`src/logic/pdm_pkg.sv`:
```
// pdm_pkg: register map, field positions, codes and timing of the power domain and module status block.
// assumes one 40 MHz clock and an AXI4-Lite register bus with 32-bit data.
package pdm_pkg;

   // ==========================================================================
   // bus and register map (byte addresses)
   localparam int              ADDR_W        = 12;
   localparam int              DATA_W        = 32;
   localparam logic [11:0]     OFF_CMD       = 12'h000;
   localparam logic [11:0]     OFF_TSTAT     = 12'h004;
   localparam logic [11:0]     OFF_DSTAT     = 12'h008;
   localparam logic [11:0]     OFF_DCTL      = 12'h00C;
   localparam logic [11:0]     OFF_ISTAT     = 12'h010;
   localparam logic [11:0]     OFF_IMASK     = 12'h014;
   localparam logic [11:0]     MDSTAT_BASE   = 12'h100;
   localparam logic [11:0]     MDCTL_BASE    = 12'h200;
   localparam logic [1:0]      RESP_OKAY     = 2'h0;
   localparam logic [1:0]      RESP_SLVERR   = 2'h2;

   // ==========================================================================
   // field positions
   localparam int CMD_GO_BIT         = 0;
   localparam int TSTAT_BUSY_BIT     = 0;
   localparam int DSTAT_POR_DONE_BIT = 9;
   localparam int DSTAT_POR_BIT      = 8;
   localparam int DCTL_NEXT_BIT      = 0;
   localparam int MST_EMU_STATE_BIT  = 17;
   localparam int MST_EMU_RESET_BIT  = 16;
   localparam int MST_CLOCK_BIT      = 12;
   localparam int MST_RSVD_ONE_BIT   = 11;
   localparam int MST_MODULE_RESET_RELEASED_BIT       = 10;
   localparam int MST_LOCAL_RESET_RELEASED_DONE_BIT  = 9;
   localparam int MST_LOCAL_RESET_RELEASED_BIT       = 8;
   localparam int MCTL_LOCAL_RESET_RELEASED_BIT      = 8;
   localparam int IRQ_DONE_BIT       = 0;
   localparam int IRQ_EMU_STATE_BIT  = 1;
   localparam int IRQ_EMU_RESET_BIT  = 2;
   localparam int IRQ_W              = 3;

   // ==========================================================================
   // codes and reset values
   localparam logic [4:0]      DOMAIN_OFF    = 5'h00;
   localparam logic [4:0]      DOMAIN_ON     = 5'h01;
   localparam logic [5:0]      MSTATE_TRANS  = 6'h04;
   localparam logic [1:0]      MSTATE_RESET  = 2'h0;
   localparam logic [2:0]      MNEXT_RESET   = 3'h0;
   localparam int              NUM_MODULES   = 40;
   localparam int              EMU_MODULE    = 39;
   typedef enum logic {PDM_IDLE, PDM_BUSY} pdm_engine_t;

   // ==========================================================================
   // timing
   localparam int CLK_PERIOD_NS  = 25;
   localparam int TRANS_TIME_NS  = 100;
   localparam int POR_TIME_NS    = 250;
   localparam int TRANS_CYCLES   = (TRANS_TIME_NS + CLK_PERIOD_NS - 1) / CLK_PERIOD_NS;
   localparam int POR_CYCLES     = (POR_TIME_NS + CLK_PERIOD_NS - 1) / CLK_PERIOD_NS;

endpackage

```
`src/logic/pdm_status.sv`:
```
// pdm_status: always-on domain status/control, transition engine and module status array behind AXI4-Lite.
// assumes synchronous inputs on aclk, an AXI4-Lite master that offers address and data together.
//
// What this block does
// transition status bit 0 reads 1 while domain modules change state, else 0
// domain status bit 9 reads 1 once power-on reset finished, 0 before
// domain status bit 8 shows domain power-on reset: 0 asserted, 1 released
// domain status bits 4..0 give power state: 0 off, 1 on
// domain control bit 0 is read/write next state, resets to 1 (on)
// software always keeps the always-on domain next state at 1
// exactly one power domain, the always-on domain, is provided
// forty read-only module status words with emulation, clock, reset and state fields
// go command moves each domain/module whose next differs to its requested state; module next codes above 3 never move
// module state 0..3 are the four stable states; 4h and above mean transition
// clock status bit shows the actual module clock, 1 on, 0 off
// emulation-altered flags exist only for module 39, zero elsewhere
// busy rises cycle after go taken, falls once all targets reached
//
// Local design decisions: the AXI4-Lite slave port and the register offsets.
`timescale 1ns/1ps
module pdm_status #(
   parameter int NMOD       = pdm_pkg::NUM_MODULES,
   parameter int TRANS_CYC  = pdm_pkg::TRANS_CYCLES,
   parameter int POR_CYC    = pdm_pkg::POR_CYCLES
) (
   input  wire logic                          aclk,
   input  wire logic                          aresetn,
   input  wire logic [pdm_pkg::ADDR_W-1:0]    s_axi_awaddr,
   input  wire logic                          s_axi_awvalid,
   output      logic                          s_axi_awready,
   input  wire logic [pdm_pkg::DATA_W-1:0]    s_axi_wdata,
   input  wire logic [3:0]                    s_axi_wstrb,
   input  wire logic                          s_axi_wvalid,
   output      logic                          s_axi_wready,
   output      logic [1:0]                    s_axi_bresp,
   output      logic                          s_axi_bvalid,
   input  wire logic                          s_axi_bready,
   input  wire logic [pdm_pkg::ADDR_W-1:0]    s_axi_araddr,
   input  wire logic                          s_axi_arvalid,
   output      logic                          s_axi_arready,
   output      logic [pdm_pkg::DATA_W-1:0]    s_axi_rdata,
   output      logic [1:0]                    s_axi_rresp,
   output      logic                          s_axi_rvalid,
   input  wire logic                          s_axi_rready,
   input  wire logic                          emu_alter_state,
   input  wire logic                          emu_alter_reset,
   output      logic [NMOD-1:0]               module_clock_on,
   output      logic [NMOD-1:0]               module_reset_released,
   output      logic                          local_reset_released,
   output      logic                          irq
);

   // ==========================================================================
   // state
   localparam int CNT_W = $clog2(TRANS_CYC + POR_CYC + 2);

   pdm_pkg::pdm_engine_t        engine;
   logic [CNT_W-1:0]            trans_cnt;
   logic [CNT_W-1:0]            por_cnt;
   logic [NMOD-1:0]             pending;
   logic                        dom_pending;
   logic                        domain_on;
   logic                        domain_next;
   logic                        por_released;
   logic                        por_done;
   logic [1:0]                  mstate [NMOD];
   logic [2:0]                  mnext  [NMOD];
   logic                        mlrst  [NMOD];
   logic [1:0]                  mie    [NMOD];
   logic                        local_reset_released_done;
   logic [pdm_pkg::IRQ_W-1:0]   irq_status;
   logic [pdm_pkg::IRQ_W-1:0]   irq_mask;

   // ==========================================================================
   // address decode helpers
   function automatic logic mod_hit(input logic [pdm_pkg::ADDR_W-1:0] addr,
                                    input logic [pdm_pkg::ADDR_W-1:0] base);
      logic [pdm_pkg::ADDR_W-1:0] off;
      off = addr - base;
      return (addr >= base) && ({1'b0, off[pdm_pkg::ADDR_W-1:2]} < (pdm_pkg::ADDR_W-1)'(NMOD));
   endfunction

   function automatic logic [5:0] mod_idx(input logic [pdm_pkg::ADDR_W-1:0] addr,
                                          input logic [pdm_pkg::ADDR_W-1:0] base);
      logic [pdm_pkg::ADDR_W-1:0] off;
      off = addr - base;
      return off[7:2];
   endfunction

   function automatic logic reg_hit(input logic [pdm_pkg::ADDR_W-1:0] addr,
                                    input logic [pdm_pkg::ADDR_W-1:0] off);
      return addr[pdm_pkg::ADDR_W-1:2] == off[pdm_pkg::ADDR_W-1:2];
   endfunction

   // one module status word
   function automatic logic [31:0] mdstat_word(input int i);
      logic [31:0] w;
      w = 32'h0000_0000;
      w[pdm_pkg::MST_RSVD_ONE_BIT]  = 1'b1;
      w[pdm_pkg::MST_CLOCK_BIT]     = mstate[i][0];
      w[pdm_pkg::MST_MODULE_RESET_RELEASED_BIT]      = mstate[i][1];
      w[pdm_pkg::MST_LOCAL_RESET_RELEASED_BIT]      = (i == pdm_pkg::EMU_MODULE) ? mlrst[i] : 1'b1;
      w[pdm_pkg::MST_LOCAL_RESET_RELEASED_DONE_BIT] = (i == pdm_pkg::EMU_MODULE) ? local_reset_released_done : 1'b1;
      if (i == pdm_pkg::EMU_MODULE) begin
         w[pdm_pkg::MST_EMU_STATE_BIT] = irq_status[pdm_pkg::IRQ_EMU_STATE_BIT];
         w[pdm_pkg::MST_EMU_RESET_BIT] = irq_status[pdm_pkg::IRQ_EMU_RESET_BIT];
      end
      if (pending[i] && engine == pdm_pkg::PDM_BUSY) begin
         w[5:0] = pdm_pkg::MSTATE_TRANS;
      end else begin
         w[5:0] = {4'h0, mstate[i]};
      end
      return w;
   endfunction

   // ==========================================================================
   // write channel
   wire        wr_fire     = s_axi_awvalid && s_axi_wvalid && !s_axi_bvalid;
   wire        wr_b0       = wr_fire && s_axi_wstrb[0];
   wire        wr_b1       = wr_fire && s_axi_wstrb[1];
   wire        wr_cmd      = reg_hit(s_axi_awaddr, pdm_pkg::OFF_CMD);
   wire        wr_dctl     = reg_hit(s_axi_awaddr, pdm_pkg::OFF_DCTL);
   wire        wr_istat    = reg_hit(s_axi_awaddr, pdm_pkg::OFF_ISTAT);
   wire        wr_imask    = reg_hit(s_axi_awaddr, pdm_pkg::OFF_IMASK);
   wire        wr_ro       = reg_hit(s_axi_awaddr, pdm_pkg::OFF_TSTAT) || reg_hit(s_axi_awaddr, pdm_pkg::OFF_DSTAT)
                             || mod_hit(s_axi_awaddr, pdm_pkg::MDSTAT_BASE);
   wire        wr_mctl     = mod_hit(s_axi_awaddr, pdm_pkg::MDCTL_BASE);
   wire [5:0]  wr_idx      = mod_idx(s_axi_awaddr, pdm_pkg::MDCTL_BASE);
   wire        wr_mapped   = wr_cmd || wr_dctl || wr_istat || wr_imask || wr_ro || wr_mctl;
   wire        go_hit      = wr_b0 && wr_cmd && s_axi_wdata[pdm_pkg::CMD_GO_BIT]
                             && engine == pdm_pkg::PDM_IDLE;

   assign s_axi_awready = wr_fire;
   assign s_axi_wready  = wr_fire;

   always_ff @(posedge aclk) begin
      if (!aresetn) begin
         s_axi_bvalid <= 1'b0;
         s_axi_bresp  <= pdm_pkg::RESP_OKAY;
      end else if (wr_fire) begin
         s_axi_bvalid <= 1'b1;
         s_axi_bresp  <= wr_mapped ? pdm_pkg::RESP_OKAY : pdm_pkg::RESP_SLVERR;
      end else if (s_axi_bready) begin
         s_axi_bvalid <= 1'b0;
      end
   end

   // ==========================================================================
   // read channel
   wire        rd_fire     = s_axi_arvalid && !s_axi_rvalid;
   wire        rd_mstat    = mod_hit(s_axi_araddr, pdm_pkg::MDSTAT_BASE);
   wire        rd_mctl     = mod_hit(s_axi_araddr, pdm_pkg::MDCTL_BASE);
   wire [5:0]  rd_sidx     = mod_idx(s_axi_araddr, pdm_pkg::MDSTAT_BASE);
   wire [5:0]  rd_cidx     = mod_idx(s_axi_araddr, pdm_pkg::MDCTL_BASE);
   logic [31:0] rd_word;
   logic        rd_ok;

   assign s_axi_arready = rd_fire;

   always_comb begin
      rd_word = 32'h0000_0000;
      rd_ok   = 1'b1;
      if (reg_hit(s_axi_araddr, pdm_pkg::OFF_TSTAT)) begin
         rd_word[pdm_pkg::TSTAT_BUSY_BIT] = (engine == pdm_pkg::PDM_BUSY);
      end else if (reg_hit(s_axi_araddr, pdm_pkg::OFF_DSTAT)) begin
         rd_word[pdm_pkg::DSTAT_POR_DONE_BIT] = por_done;
         rd_word[pdm_pkg::DSTAT_POR_BIT]      = por_released;
         rd_word[4:0] = domain_on ? pdm_pkg::DOMAIN_ON : pdm_pkg::DOMAIN_OFF;
      end else if (reg_hit(s_axi_araddr, pdm_pkg::OFF_DCTL)) begin
         rd_word[pdm_pkg::DCTL_NEXT_BIT] = domain_next;
      end else if (reg_hit(s_axi_araddr, pdm_pkg::OFF_ISTAT)) begin
         rd_word[pdm_pkg::IRQ_W-1:0] = irq_status;
      end else if (reg_hit(s_axi_araddr, pdm_pkg::OFF_IMASK)) begin
         rd_word[pdm_pkg::IRQ_W-1:0] = irq_mask;
      end else if (reg_hit(s_axi_araddr, pdm_pkg::OFF_CMD)) begin
         rd_word = 32'h0000_0000;
      end else if (rd_mstat) begin
         rd_word = mdstat_word(int'(rd_sidx));
      end else if (rd_mctl) begin
         rd_word[2:0]                    = mnext[rd_cidx];
         rd_word[pdm_pkg::MCTL_LOCAL_RESET_RELEASED_BIT] = mlrst[rd_cidx];
         rd_word[10:9]                   = mie[rd_cidx];
      end else begin
         rd_ok = 1'b0;
      end
   end

   always_ff @(posedge aclk) begin
      if (!aresetn) begin
         s_axi_rvalid <= 1'b0;
         s_axi_rdata  <= 32'h0000_0000;
         s_axi_rresp  <= pdm_pkg::RESP_OKAY;
      end else if (rd_fire) begin
         s_axi_rvalid <= 1'b1;
         s_axi_rdata  <= rd_word;
         s_axi_rresp  <= rd_ok ? pdm_pkg::RESP_OKAY : pdm_pkg::RESP_SLVERR;
      end else if (s_axi_rready) begin
         s_axi_rvalid <= 1'b0;
      end
   end

   // ==========================================================================
   // control registers
   // single domain only; the next bit is stored as written, software must keep it at 1
   always_ff @(posedge aclk) begin
      if (!aresetn) begin
         domain_next <= 1'b1;
         irq_mask    <= '0;
      end else begin
         if (wr_b0 && wr_dctl) begin
            domain_next <= s_axi_wdata[pdm_pkg::DCTL_NEXT_BIT];
         end
         if (wr_b0 && wr_imask) begin
            irq_mask <= s_axi_wdata[pdm_pkg::IRQ_W-1:0];
         end
      end
   end

   always_ff @(posedge aclk) begin
      if (!aresetn) begin
         for (int i = 0; i < NMOD; i++) begin
            mnext[i] <= pdm_pkg::MNEXT_RESET;
            mlrst[i] <= 1'b1;
            mie[i]   <= 2'h0;
         end
      end else if (wr_mctl) begin
         if (wr_b0) begin
            mnext[wr_idx] <= s_axi_wdata[2:0];
         end
         if (wr_b1) begin
            mlrst[wr_idx] <= s_axi_wdata[pdm_pkg::MCTL_LOCAL_RESET_RELEASED_BIT];
            mie[wr_idx]   <= s_axi_wdata[10:9];
         end
      end
   end

   // ==========================================================================
   // transition engine
   // a go while busy is dropped; next codes above 3 are not states and never start a move
   function automatic logic wants_move(input int i);
      return (mnext[i][2] == 1'b0) && (mnext[i][1:0] != mstate[i]);
   endfunction

   wire trans_end = (engine == pdm_pkg::PDM_BUSY) && (trans_cnt == '0);

   always_ff @(posedge aclk) begin
      if (!aresetn) begin
         engine      <= pdm_pkg::PDM_IDLE;
         trans_cnt   <= '0;
         pending     <= '0;
         dom_pending <= 1'b0;
         domain_on   <= 1'b1;
      end else begin
         unique case (engine)
            pdm_pkg::PDM_IDLE: begin
               if (go_hit) begin
                  engine      <= pdm_pkg::PDM_BUSY;
                  trans_cnt   <= CNT_W'(TRANS_CYC - 1);
                  dom_pending <= (domain_next != domain_on);
                  for (int i = 0; i < NMOD; i++) begin
                     pending[i] <= wants_move(i);
                  end
               end
            end
            pdm_pkg::PDM_BUSY: begin
               if (trans_end) begin
                  engine      <= pdm_pkg::PDM_IDLE;
                  pending     <= '0;
                  dom_pending <= 1'b0;
                  if (dom_pending) begin
                     domain_on <= domain_next;
                  end
               end else begin
                  trans_cnt <= trans_cnt - CNT_W'(1);
               end
            end
         endcase
      end
   end

   always_ff @(posedge aclk) begin
      if (!aresetn) begin
         for (int i = 0; i < NMOD; i++) begin
            mstate[i] <= pdm_pkg::MSTATE_RESET;
         end
      end else if (trans_end) begin
         for (int i = 0; i < NMOD; i++) begin
            if (pending[i]) begin
               mstate[i] <= mnext[i][1:0];
            end
         end
      end
   end

   // ==========================================================================
   // power-on reset and local reset status
   // the released flag lags the bus reset by one edge so software never sees it early
   always_ff @(posedge aclk) begin
      if (!aresetn) begin
         por_released <= 1'b0;
         por_done     <= 1'b0;
         por_cnt      <= '0;
         local_reset_released_done    <= 1'b0;
      end else begin
         por_released <= 1'b1;
         if (por_cnt == CNT_W'(POR_CYC)) begin
            por_done <= 1'b1;
         end else begin
            por_cnt <= por_cnt + CNT_W'(1);
         end
         local_reset_released_done <= mlrst[pdm_pkg::EMU_MODULE] && mstate[pdm_pkg::EMU_MODULE][1];
      end
   end

   // ==========================================================================
   // interrupts: sticky, write one to clear, a new event beats the clear
   logic [pdm_pkg::IRQ_W-1:0] irq_set;
   wire  [pdm_pkg::IRQ_W-1:0] irq_clr = (wr_b0 && wr_istat) ? s_axi_wdata[pdm_pkg::IRQ_W-1:0] : '0;

   always_comb begin
      irq_set = '0;
      irq_set[pdm_pkg::IRQ_DONE_BIT]      = trans_end;
      irq_set[pdm_pkg::IRQ_EMU_STATE_BIT] = emu_alter_state;
      irq_set[pdm_pkg::IRQ_EMU_RESET_BIT] = emu_alter_reset;
   end

   always_ff @(posedge aclk) begin
      if (!aresetn) begin
         irq_status <= '0;
      end else begin
         irq_status <= (irq_status & ~irq_clr) | irq_set;
      end
   end

   assign irq = |(irq_status & irq_mask);

   // ==========================================================================
   // module outputs straight from state flops
   always_comb begin
      for (int i = 0; i < NMOD; i++) begin
         module_clock_on[i]       = mstate[i][0];
         module_reset_released[i] = mstate[i][1];
      end
   end

   assign local_reset_released = mlrst[pdm_pkg::EMU_MODULE];

endmodule // pdm_status

```
`config.mk`:
```
export PLATFORM = sky130hd
export DESIGN_NAME = pdm_status
export DESIGN_NICKNAME = d
export VERILOG_FILES = /design/src/logic/pdm_pkg.sv /design/src/logic/pdm_status.sv
export SDC_FILE = /design/constraint.sdc
export NUM_CORES = 1
export LEC_CHECK = 0
export ABC_AREA = 1
export BUFFER_PORTS_ARGS = -buffer_cell sky130_fd_sc_hd__buf_2
export CAP_MARGIN = 5
export CORE_ASPECT_RATIO = 0.75
export CORE_UTILIZATION = 35
export CTS_BUF_LIST = sky130_fd_sc_hd__clkbuf_8
export CTS_CLUSTER_DIAMETER = 120
export DETAILED_ROUTE_END_ITERATION = 12
export PLACE_DENSITY = 0.53
export RECOVER_POWER = 100
export SYNTH_ARGS = -nofsm -noshare
export SYNTH_HDL_FRONTEND = slang
export SYNTH_SLANG_ARGS = --single-unit
```
`constraint.sdc`:
```
create_clock -name aclk -period 4.3 [get_ports aclk]
set_clock_uncertainty 0.15 [all_clocks]
set_input_delay 0.86 -clock aclk [delete_from_list [all_inputs] [get_ports aclk]]
set_output_delay 0.86 -clock aclk [all_outputs]
set_load 0.005 [all_outputs]
```
# Yosys cells after proc, flatten, opt, wreduce, memory -nomap -nowiden
# Memories as Yosys holds them, arrays and structs flattened.
# Index checks and enable logic that the tools add are counted.
# W data, S select, Z words.
# classes
add_sub_neg	6
eq_ne	56
n_bitwise	85
n_reduce_logical	79
mux	284
order_cmp	9
# op_table
operator	count
$mux W1	196
$mux W32	5
$mux W2	45
$mux W40	2
$ne A2 B2 Y1	40
$pmux W40 S2	1
$mux W31	2
$mux W6	10
$logic_and A1 B1 Y1	58
$mux W29	2
$not A1 Y1	41
$eq A10 B2 Y1 const B	4
$eq A10 B3 Y1 const B	4
$lt A10 B6 Y1 const B	4
$or A1 B1 Y1	40
$mux W3	11
$ge A12 B10 Y1 const B	2
$ge A12 B9 Y1 const B	2
$sub A12 B10 Y12 const B	2
$sub A12 B9 Y12 const B	2
$mux W22	1
$eq A10 B1 Y1 const B	2
$logic_not A10 Y1	2
$mux W18	1
other kinds (26)	40
# totals
ram_bits	320
ff_bits	99
out_inout_bits	123
mem_count	4
input_bits	69
word_cells	540
# mem_list
memory	depth	word_bits	rd	rd_ports_with_merged_regs	wr	line	text
mnext	40	3	41	0	40	pdm_status.sv:67	logic [2:0] mnext [NMOD];
mie	40	2	1	0	40	pdm_status.sv:69	logic [1:0] mie [NMOD];
mstate	40	2	41	0	40	pdm_status.sv:66	logic [1:0] mstate [NMOD];
mlrst	40	1	3	0	40	pdm_status.sv:68	logic mlrst [NMOD];

# Longest topological paths before layout
# depth
ltp_word	24
mapped_depth	18
ltp_nobuf	16

# Worst setup path after synthesis
# Ideal clock, no wire load.
# synth_path
path_type	input-to-reg
startpoint	input port s_axi_awaddr[9] (netlist bit)
endpoint	memory mnext[26][0] (enable)
n_path_buf	2
arrival_ns	2.286
required_ns	3.847
setup_time_ns	0.303
path_slack_ns	1.561
stages	10
path_cell_list	inv_1 ha_1 xor2_1 nor2_1 nand4_1 nor3_1 buf_2 buf_2 nand2_1 nand2_1
# synth_rtl
item	line	text
start: declaration	pdm_status.sv:28	input wire logic [pdm_pkg::ADDR_W-1:0] s_axi_awaddr,
end: declaration	pdm_status.sv:67	

# Final worst setup path
# layout_path
startpoint	input port s_axi_araddr[3] (netlist bit)
endpoint	register s_axi_rdata[2] (netlist bit)
# layout_between
elab_chain_cells	24
word_cells_on_any_way	39
classes_between	add/sub: 2; order compare: 4; eq/ne: 5; mux: 23; reduce/logical: 4; memory: 1
# layout_lines
item	line	text
start: declaration	pdm_status.sv:38	input wire logic [pdm_pkg::ADDR_W-1:0] s_axi_araddr,
$sub A12 B9 Y12	pdm_status.sv:86	off = addr - base;
$bmux W1 S6	pdm_status.sv:108	if (pending[i] && engine == pdm_pkg::PDM_BUSY) begin
$mux W1 (implied by the code)	pdm_status.sv:108	
$logic_and A1 B1 Y1	pdm_status.sv:108	
$mux W3	pdm_status.sv:108	
$mux W6	pdm_status.sv:177	end else if (rd_mstat) begin
$mux W6	pdm_status.sv:175	end else if (reg_hit(s_axi_araddr, pdm_pkg::OFF_CMD)) begin
$mux W6	pdm_status.sv:173	end else if (reg_hit(s_axi_araddr, pdm_pkg::OFF_IMASK)) begin
(+8 left out)	-	
$mux W32	pdm_status.sv:169	end else if (reg_hit(s_axi_araddr, pdm_pkg::OFF_DCTL)) begin
$mux W32	pdm_status.sv:165	end else if (reg_hit(s_axi_araddr, pdm_pkg::OFF_DSTAT)) begin
$mux W32	pdm_status.sv:163	if (reg_hit(s_axi_araddr, pdm_pkg::OFF_TSTAT)) begin
$mux W3	pdm_status.sv:173	
$mux W3	pdm_status.sv:171	end else if (reg_hit(s_axi_araddr, pdm_pkg::OFF_ISTAT)) begin
$mux W31	pdm_status.sv:169	
$mux W5	pdm_status.sv:165	
$mux W31 *	pdm_status.sv:163	
end signal: assignment	pdm_status.sv:195	s_axi_rdata <= rd_word;
end: declaration	pdm_status.sv:41	output logic [pdm_pkg::DATA_W-1:0] s_axi_rdata,
# Every way passes the cells marked *; elsewhere a longest branch is shown, timed or not. The select of a mux whose other input is x is not followed.
# A chain may end at the register's enable or synchronous reset.

==> tab_implementation.tex <==
\begin{tabular}{lr}
\hline
Metric & Value \\
\hline
\multicolumn{2}{l}{\textbf{Status}} \\
Status & finished with violations \\
Violated checks & max-capacitance violations, max-slew violations \\
\multicolumn{2}{l}{\textbf{Clock tree}} \\
Bufs on Longest Clock Path & 3 \\
Clock insertion delay at the later pin of the skew report & approximately 0.71 ns \\
Post CTS Setup Buffer Count & 0 \\
CTS H-tree lvls & 3 \\
Clock tree from TritonCTS & yes \\
Root Driver & clkbuf\_8 \\
Clock input transition at the sequential cells of the worst setup and hold paths & about 0.060 ns \\
Clock sink total & 523 \\
Post-cts hold buffer count & 0 \\
Post-CTS resize count & 0 \\
Number of CTS-inserted buffers & between 80 and 90 \\
\multicolumn{2}{l}{\textbf{Finish}} \\
Final instance area & 28720 um\^{}2 \\
Final-stage net count & 3025 \\
Ratio of cells with drive above 1 in the final layout & 0.08430 \\
Ant. Diodes & 0 \\
Synth-to-Final Area Change & 14.48\% \\
\multicolumn{2}{l}{\textbf{Setup path}} \\
Setup slack of the worst register-to-register path & between 0.8 and 0.9 ns \\
Path depth of the worst reg2reg path & 10 \\
Crit Reg-Reg Endpoint & trans\_cnt[1]\$\_SDFFE\_PN0P\_ \\
Startpoint of the most critical setup path & s\_axi\_araddr[3] \\
CP Max Fanout & 16 \\
Capture point of the worst path & s\_axi\_rdata[2]\$\_SDFFE\_PN0P\_ \\
Startpoint of the worst register-to-register path & trans\_cnt[0]\$\_SDFFE\_PN0P\_ \\
Kind of critical path & in2reg \\
Critical Path End Type & flop \\
Critical path data arrival time & a little under 4 ns \\
Endpoint required time on the critical path & approximately 4.7 ns \\
Worst Setup Start Kind & input pin \\
\multicolumn{2}{l}{\textbf{Timing}} \\
Final clock period utilization by the worst path & 0.8182 \\
Worst slew slack as a fraction of its limit & -0.2145 \\
Count of endpoints failing setup in the final report & 0 \\
Number of hold violations in the final report & 0 \\
RSZ-0062 raised after global routing & no \\
Minimum period implied by the final worst setup slack & $\sim$3.5 ns \\
Final hold slack & about 0.24 ns \\
Fmax & approximately 280 MHz \\
Final Slew Violations & $\sim$140 \\
Transition at the pin with the smallest max-transition slack & between 1.5 and 2 ns \\
Setup TNS after final layout & 0 ns \\
\multicolumn{2}{l}{\textbf{Logic synthesis}} \\
Area share of fa/ha/maj cells after synthesis & 0.003491 \\
Number of standard cells after synthesis & 2684 \\
Cell types occupying the most area after synthesis & edfxtp\_1 54\%, nor2\_1 8.7\%, nand2\_1 7.1\% \\
Syn avg cell area & about 9.3 um\^{}2 \\
Post-synthesis sequential element count & approximately 520 \\
Post-synthesis mux area share & 0 \\
Commonest register cell after synthesis & edfxtp\_1 \\
Combinational family with the most area after synthesis & simple AND/OR/NAND/NOR gates \\
Post-synthesis cell type count & 54 \\
Cell taking the most area after synthesis & edfxtp\_1 \\
Asr flop ratio synth & 0 \\
Parity-gate share of the synthesized area counting xor and xnor cells & 0.02130 \\
Number of enable-type register cells in the synthesized netlist & 448 \\
Part of the Yosys area used for sequential elements & 0.5961 \\
Share of the synthesized area in the top cell type & 0.5363 \\
Cell Area, Synth & roughly 25000 um\^{}2 \\
Number of warnings printed during yosys synthesis & 0 \\
Compound-cell area share of the yosys netlist & 0.09696 \\
Simple-gate share of the synthesized area & 0.2115 \\
\multicolumn{2}{l}{\textbf{Placed design}} \\
Number of input and output port buffers inserted & roughly 140 \\
Standard cell area after detailed placement & 27230 um\^{}2 \\
Total half-perimeter wirelength after legalization and detailed placement & slightly below 60000 um \\
Final RePlAce weighted congestion & 0.9510 \\
\multicolumn{2}{l}{\textbf{Power and ir drop}} \\
Leakage Power & approximately 11 nW \\
Worst VDD drop & around 0.21 mV \\
Power per Cell Area & about 380 nW/um\^{}2 \\
Total design power & between 0.01 and 0.015 W \\
\multicolumn{2}{l}{\textbf{Floorplan}} \\
Die Width & between 300 and 400 um \\
Floorplan die area & $\sim$73000 um\^{}2 \\
Initial cell density of the core & 0.3557 \\
Total core area & 70520 um\^{}2 \\
Top Ports & roughly 190 \\
Row count & 84 \\
Y dimension of the die & 233.9 um \\
\multicolumn{2}{l}{\textbf{Min path}} \\
Worst hold path depth & 3 \\
Path category of the worst min-delay check & in2reg \\
\multicolumn{2}{l}{\textbf{Route}} \\
Total via count in the routed design & roughly 21000 \\
Post-DRT Antenna Nets & 0 \\
Routed wire length & $\sim$85000 um \\
Initial DRC count & between 2000 and 2500 \\
Mean number of vias per cell & about 5.2 \\
Detailed-router iteration count before antenna repair & 6 \\
Post-DR wirelength/cell & 21.53 um \\
Number of design rule violations left after detail routing & 0 \\
\multicolumn{2}{l}{\textbf{Global route}} \\
Global-route congestion overflow total & 0 \\
Pin count of the biggest net entering global routing & 70 \\
Number of antenna violations at the first check in global routing & 4 \\
Via count of the first global-routing pass & between 15000 and 20000 \\
First-pass GRT wire length & about 120000 um \\
Global Route Usage Sum & 0.2311 \\
\multicolumn{2}{l}{\textbf{Job}} \\
Reported max-cap violation count & 3 \\
\hline
\end{tabular}
area by class of cell:
type | instances | area [um^2]
Sequential cell | 523 | 14950
Fill cell | 7017 | 41800
Tap cell | 946 | 1184
Multi-Input combinational cell | 1918 | 8927
Clock buffer | 96 | 1321
Inverter | 217 | 817.0
Timing Repair Buffer | 201 | 1187
Clock inverter | 70 | 329.1
cell families after synthesis:
kind of cell	Yosys count
and+or+nand+nor	1296
DFF	523
AOI/OAI and AO/OA	402
buffers and inverters	394
xor gates and xnor gates	61
adders and majority gates	7
other	1
worst min-delay path by stage:
stage / from / end
after global routing: emu_alter_reset / irq_status[2]$_SDFF_PN0_
final: emu_alter_reset / irq_status[2]$_SDFF_PN0_
after floorplan: irq_mask[0]$_SDFFE_PN0P_ / irq_mask[0]$_SDFFE_PN0P_
after CTS: emu_alter_reset / irq_status[2]$_SDFF_PN0_
after detailed placement: s_axi_rresp[1]$_SDFFE_PN0P_ / s_axi_rresp[1]$_SDFFE_PN0P_
after global placement: s_axi_rdata[11]$_SDFFE_PN0P_ / s_axi_rdata[11]$_SDFFE_PN0P_
cell usage in the layout (no fill, tap or decap), types with 14 or more instances in the layout:
cell type and instances:
nor2_1 584, nand2_1 472, edfxtp_1 448, inv_1 243, conb_1 152, nand3_1 146
o21ai_0 103, o22ai_1 97, clkbuf_8 96, clkbuf_1 91, a21oi_1 83, dfxtp_1 75
buf_2 46, buf_4 44, xnor2_1 35, nand4_1 32, a211oi_1 30, nor3_1 27
xor2_1 26, clkinv_1 19, a22oi_1 19, or2_2 16, o21ai_1 14
synth_stat cells (15+ instances only):
| cell type | number |
|---|---|
| a211oi_1 | 30 |
| a21oi_1 | 83 |
| a22oi_1 | 19 |
| buf_2 | 29 |
| buf_4 | 40 |
| clkbuf_1 | 86 |
| dfxtp_1 | 75 |
| edfxtp_1 | 448 |
| inv_1 | 211 |
| nand2_1 | 472 |
| nand3_1 | 146 |
| nand4_1 | 32 |
| nor2_1 | 583 |
| nor3_1 | 27 |
| o21ai_0 | 102 |
| o21ai_1 | 15 |
| o22ai_1 | 97 |
| or2_2 | 16 |
| xnor2_1 | 35 |
| xor2_1 | 26 |
metal layers:
metal  up-vias  wire (um)  track usage
met5         -         13            0
met4         2       1811      0.06096
met3       133       9918      0.06358
met2      1079      36110       0.3411
met1     10080      37640       0.3321
li1       9515          -            -
worst max-delay path, cell delays in order:
cell      delay (ns)
buf_2           0.13
inv_1           0.56
nand2_4         0.40
buf_12          0.29
clkbuf_1        0.35
o22ai_1         0.22
nor2_1          0.06
nand2_1         0.06
nand3_1         0.12
a31oi_1         0.26
nor2_1          0.08
nand2_1         0.09
nand3_1         0.09
nand2_1         0.18
a21oi_1         0.09
per-stage QoR:
stage	utilization	setup slack (ns)	std cells
2_1_floorplan	-	1.561	2835
5_1_grt	0.4072	0.6227	3971
4_1_cts	0.4095	1.426	3971
6_report	0.4072	0.7818	3971
3_3_place_gp	0.3861	0.6810	3805
3_5_place_dp	0.3861	0.6991	3805
flip-flops by register name, indices dropped and copies added (netlist names), 3 cells and up:
| signal | flops |
|---|---|
| irq_mask | 3 |
| irq_status | 3 |
| mie | 128 |
| mlrst | 64 |
| mnext | 176 |
| mstate | 80 |
| pending | 40 |
| por_cnt | 4 |
| s_axi_rdata | 10 |
| trans_cnt | 4 |
power breakdown:
group / switching (W) / internal [W] / leakage (nW)
sequential: 0.000104 / 0.00570 / 5.17
combinational: 0.000693 / 0.000264 / 5.14
clock: 0.00217 / 0.00208 / 0.975
total: 0.00297 / 0.00804 / 11.3
No activity file was read; power rests on OpenSTA's default activity.
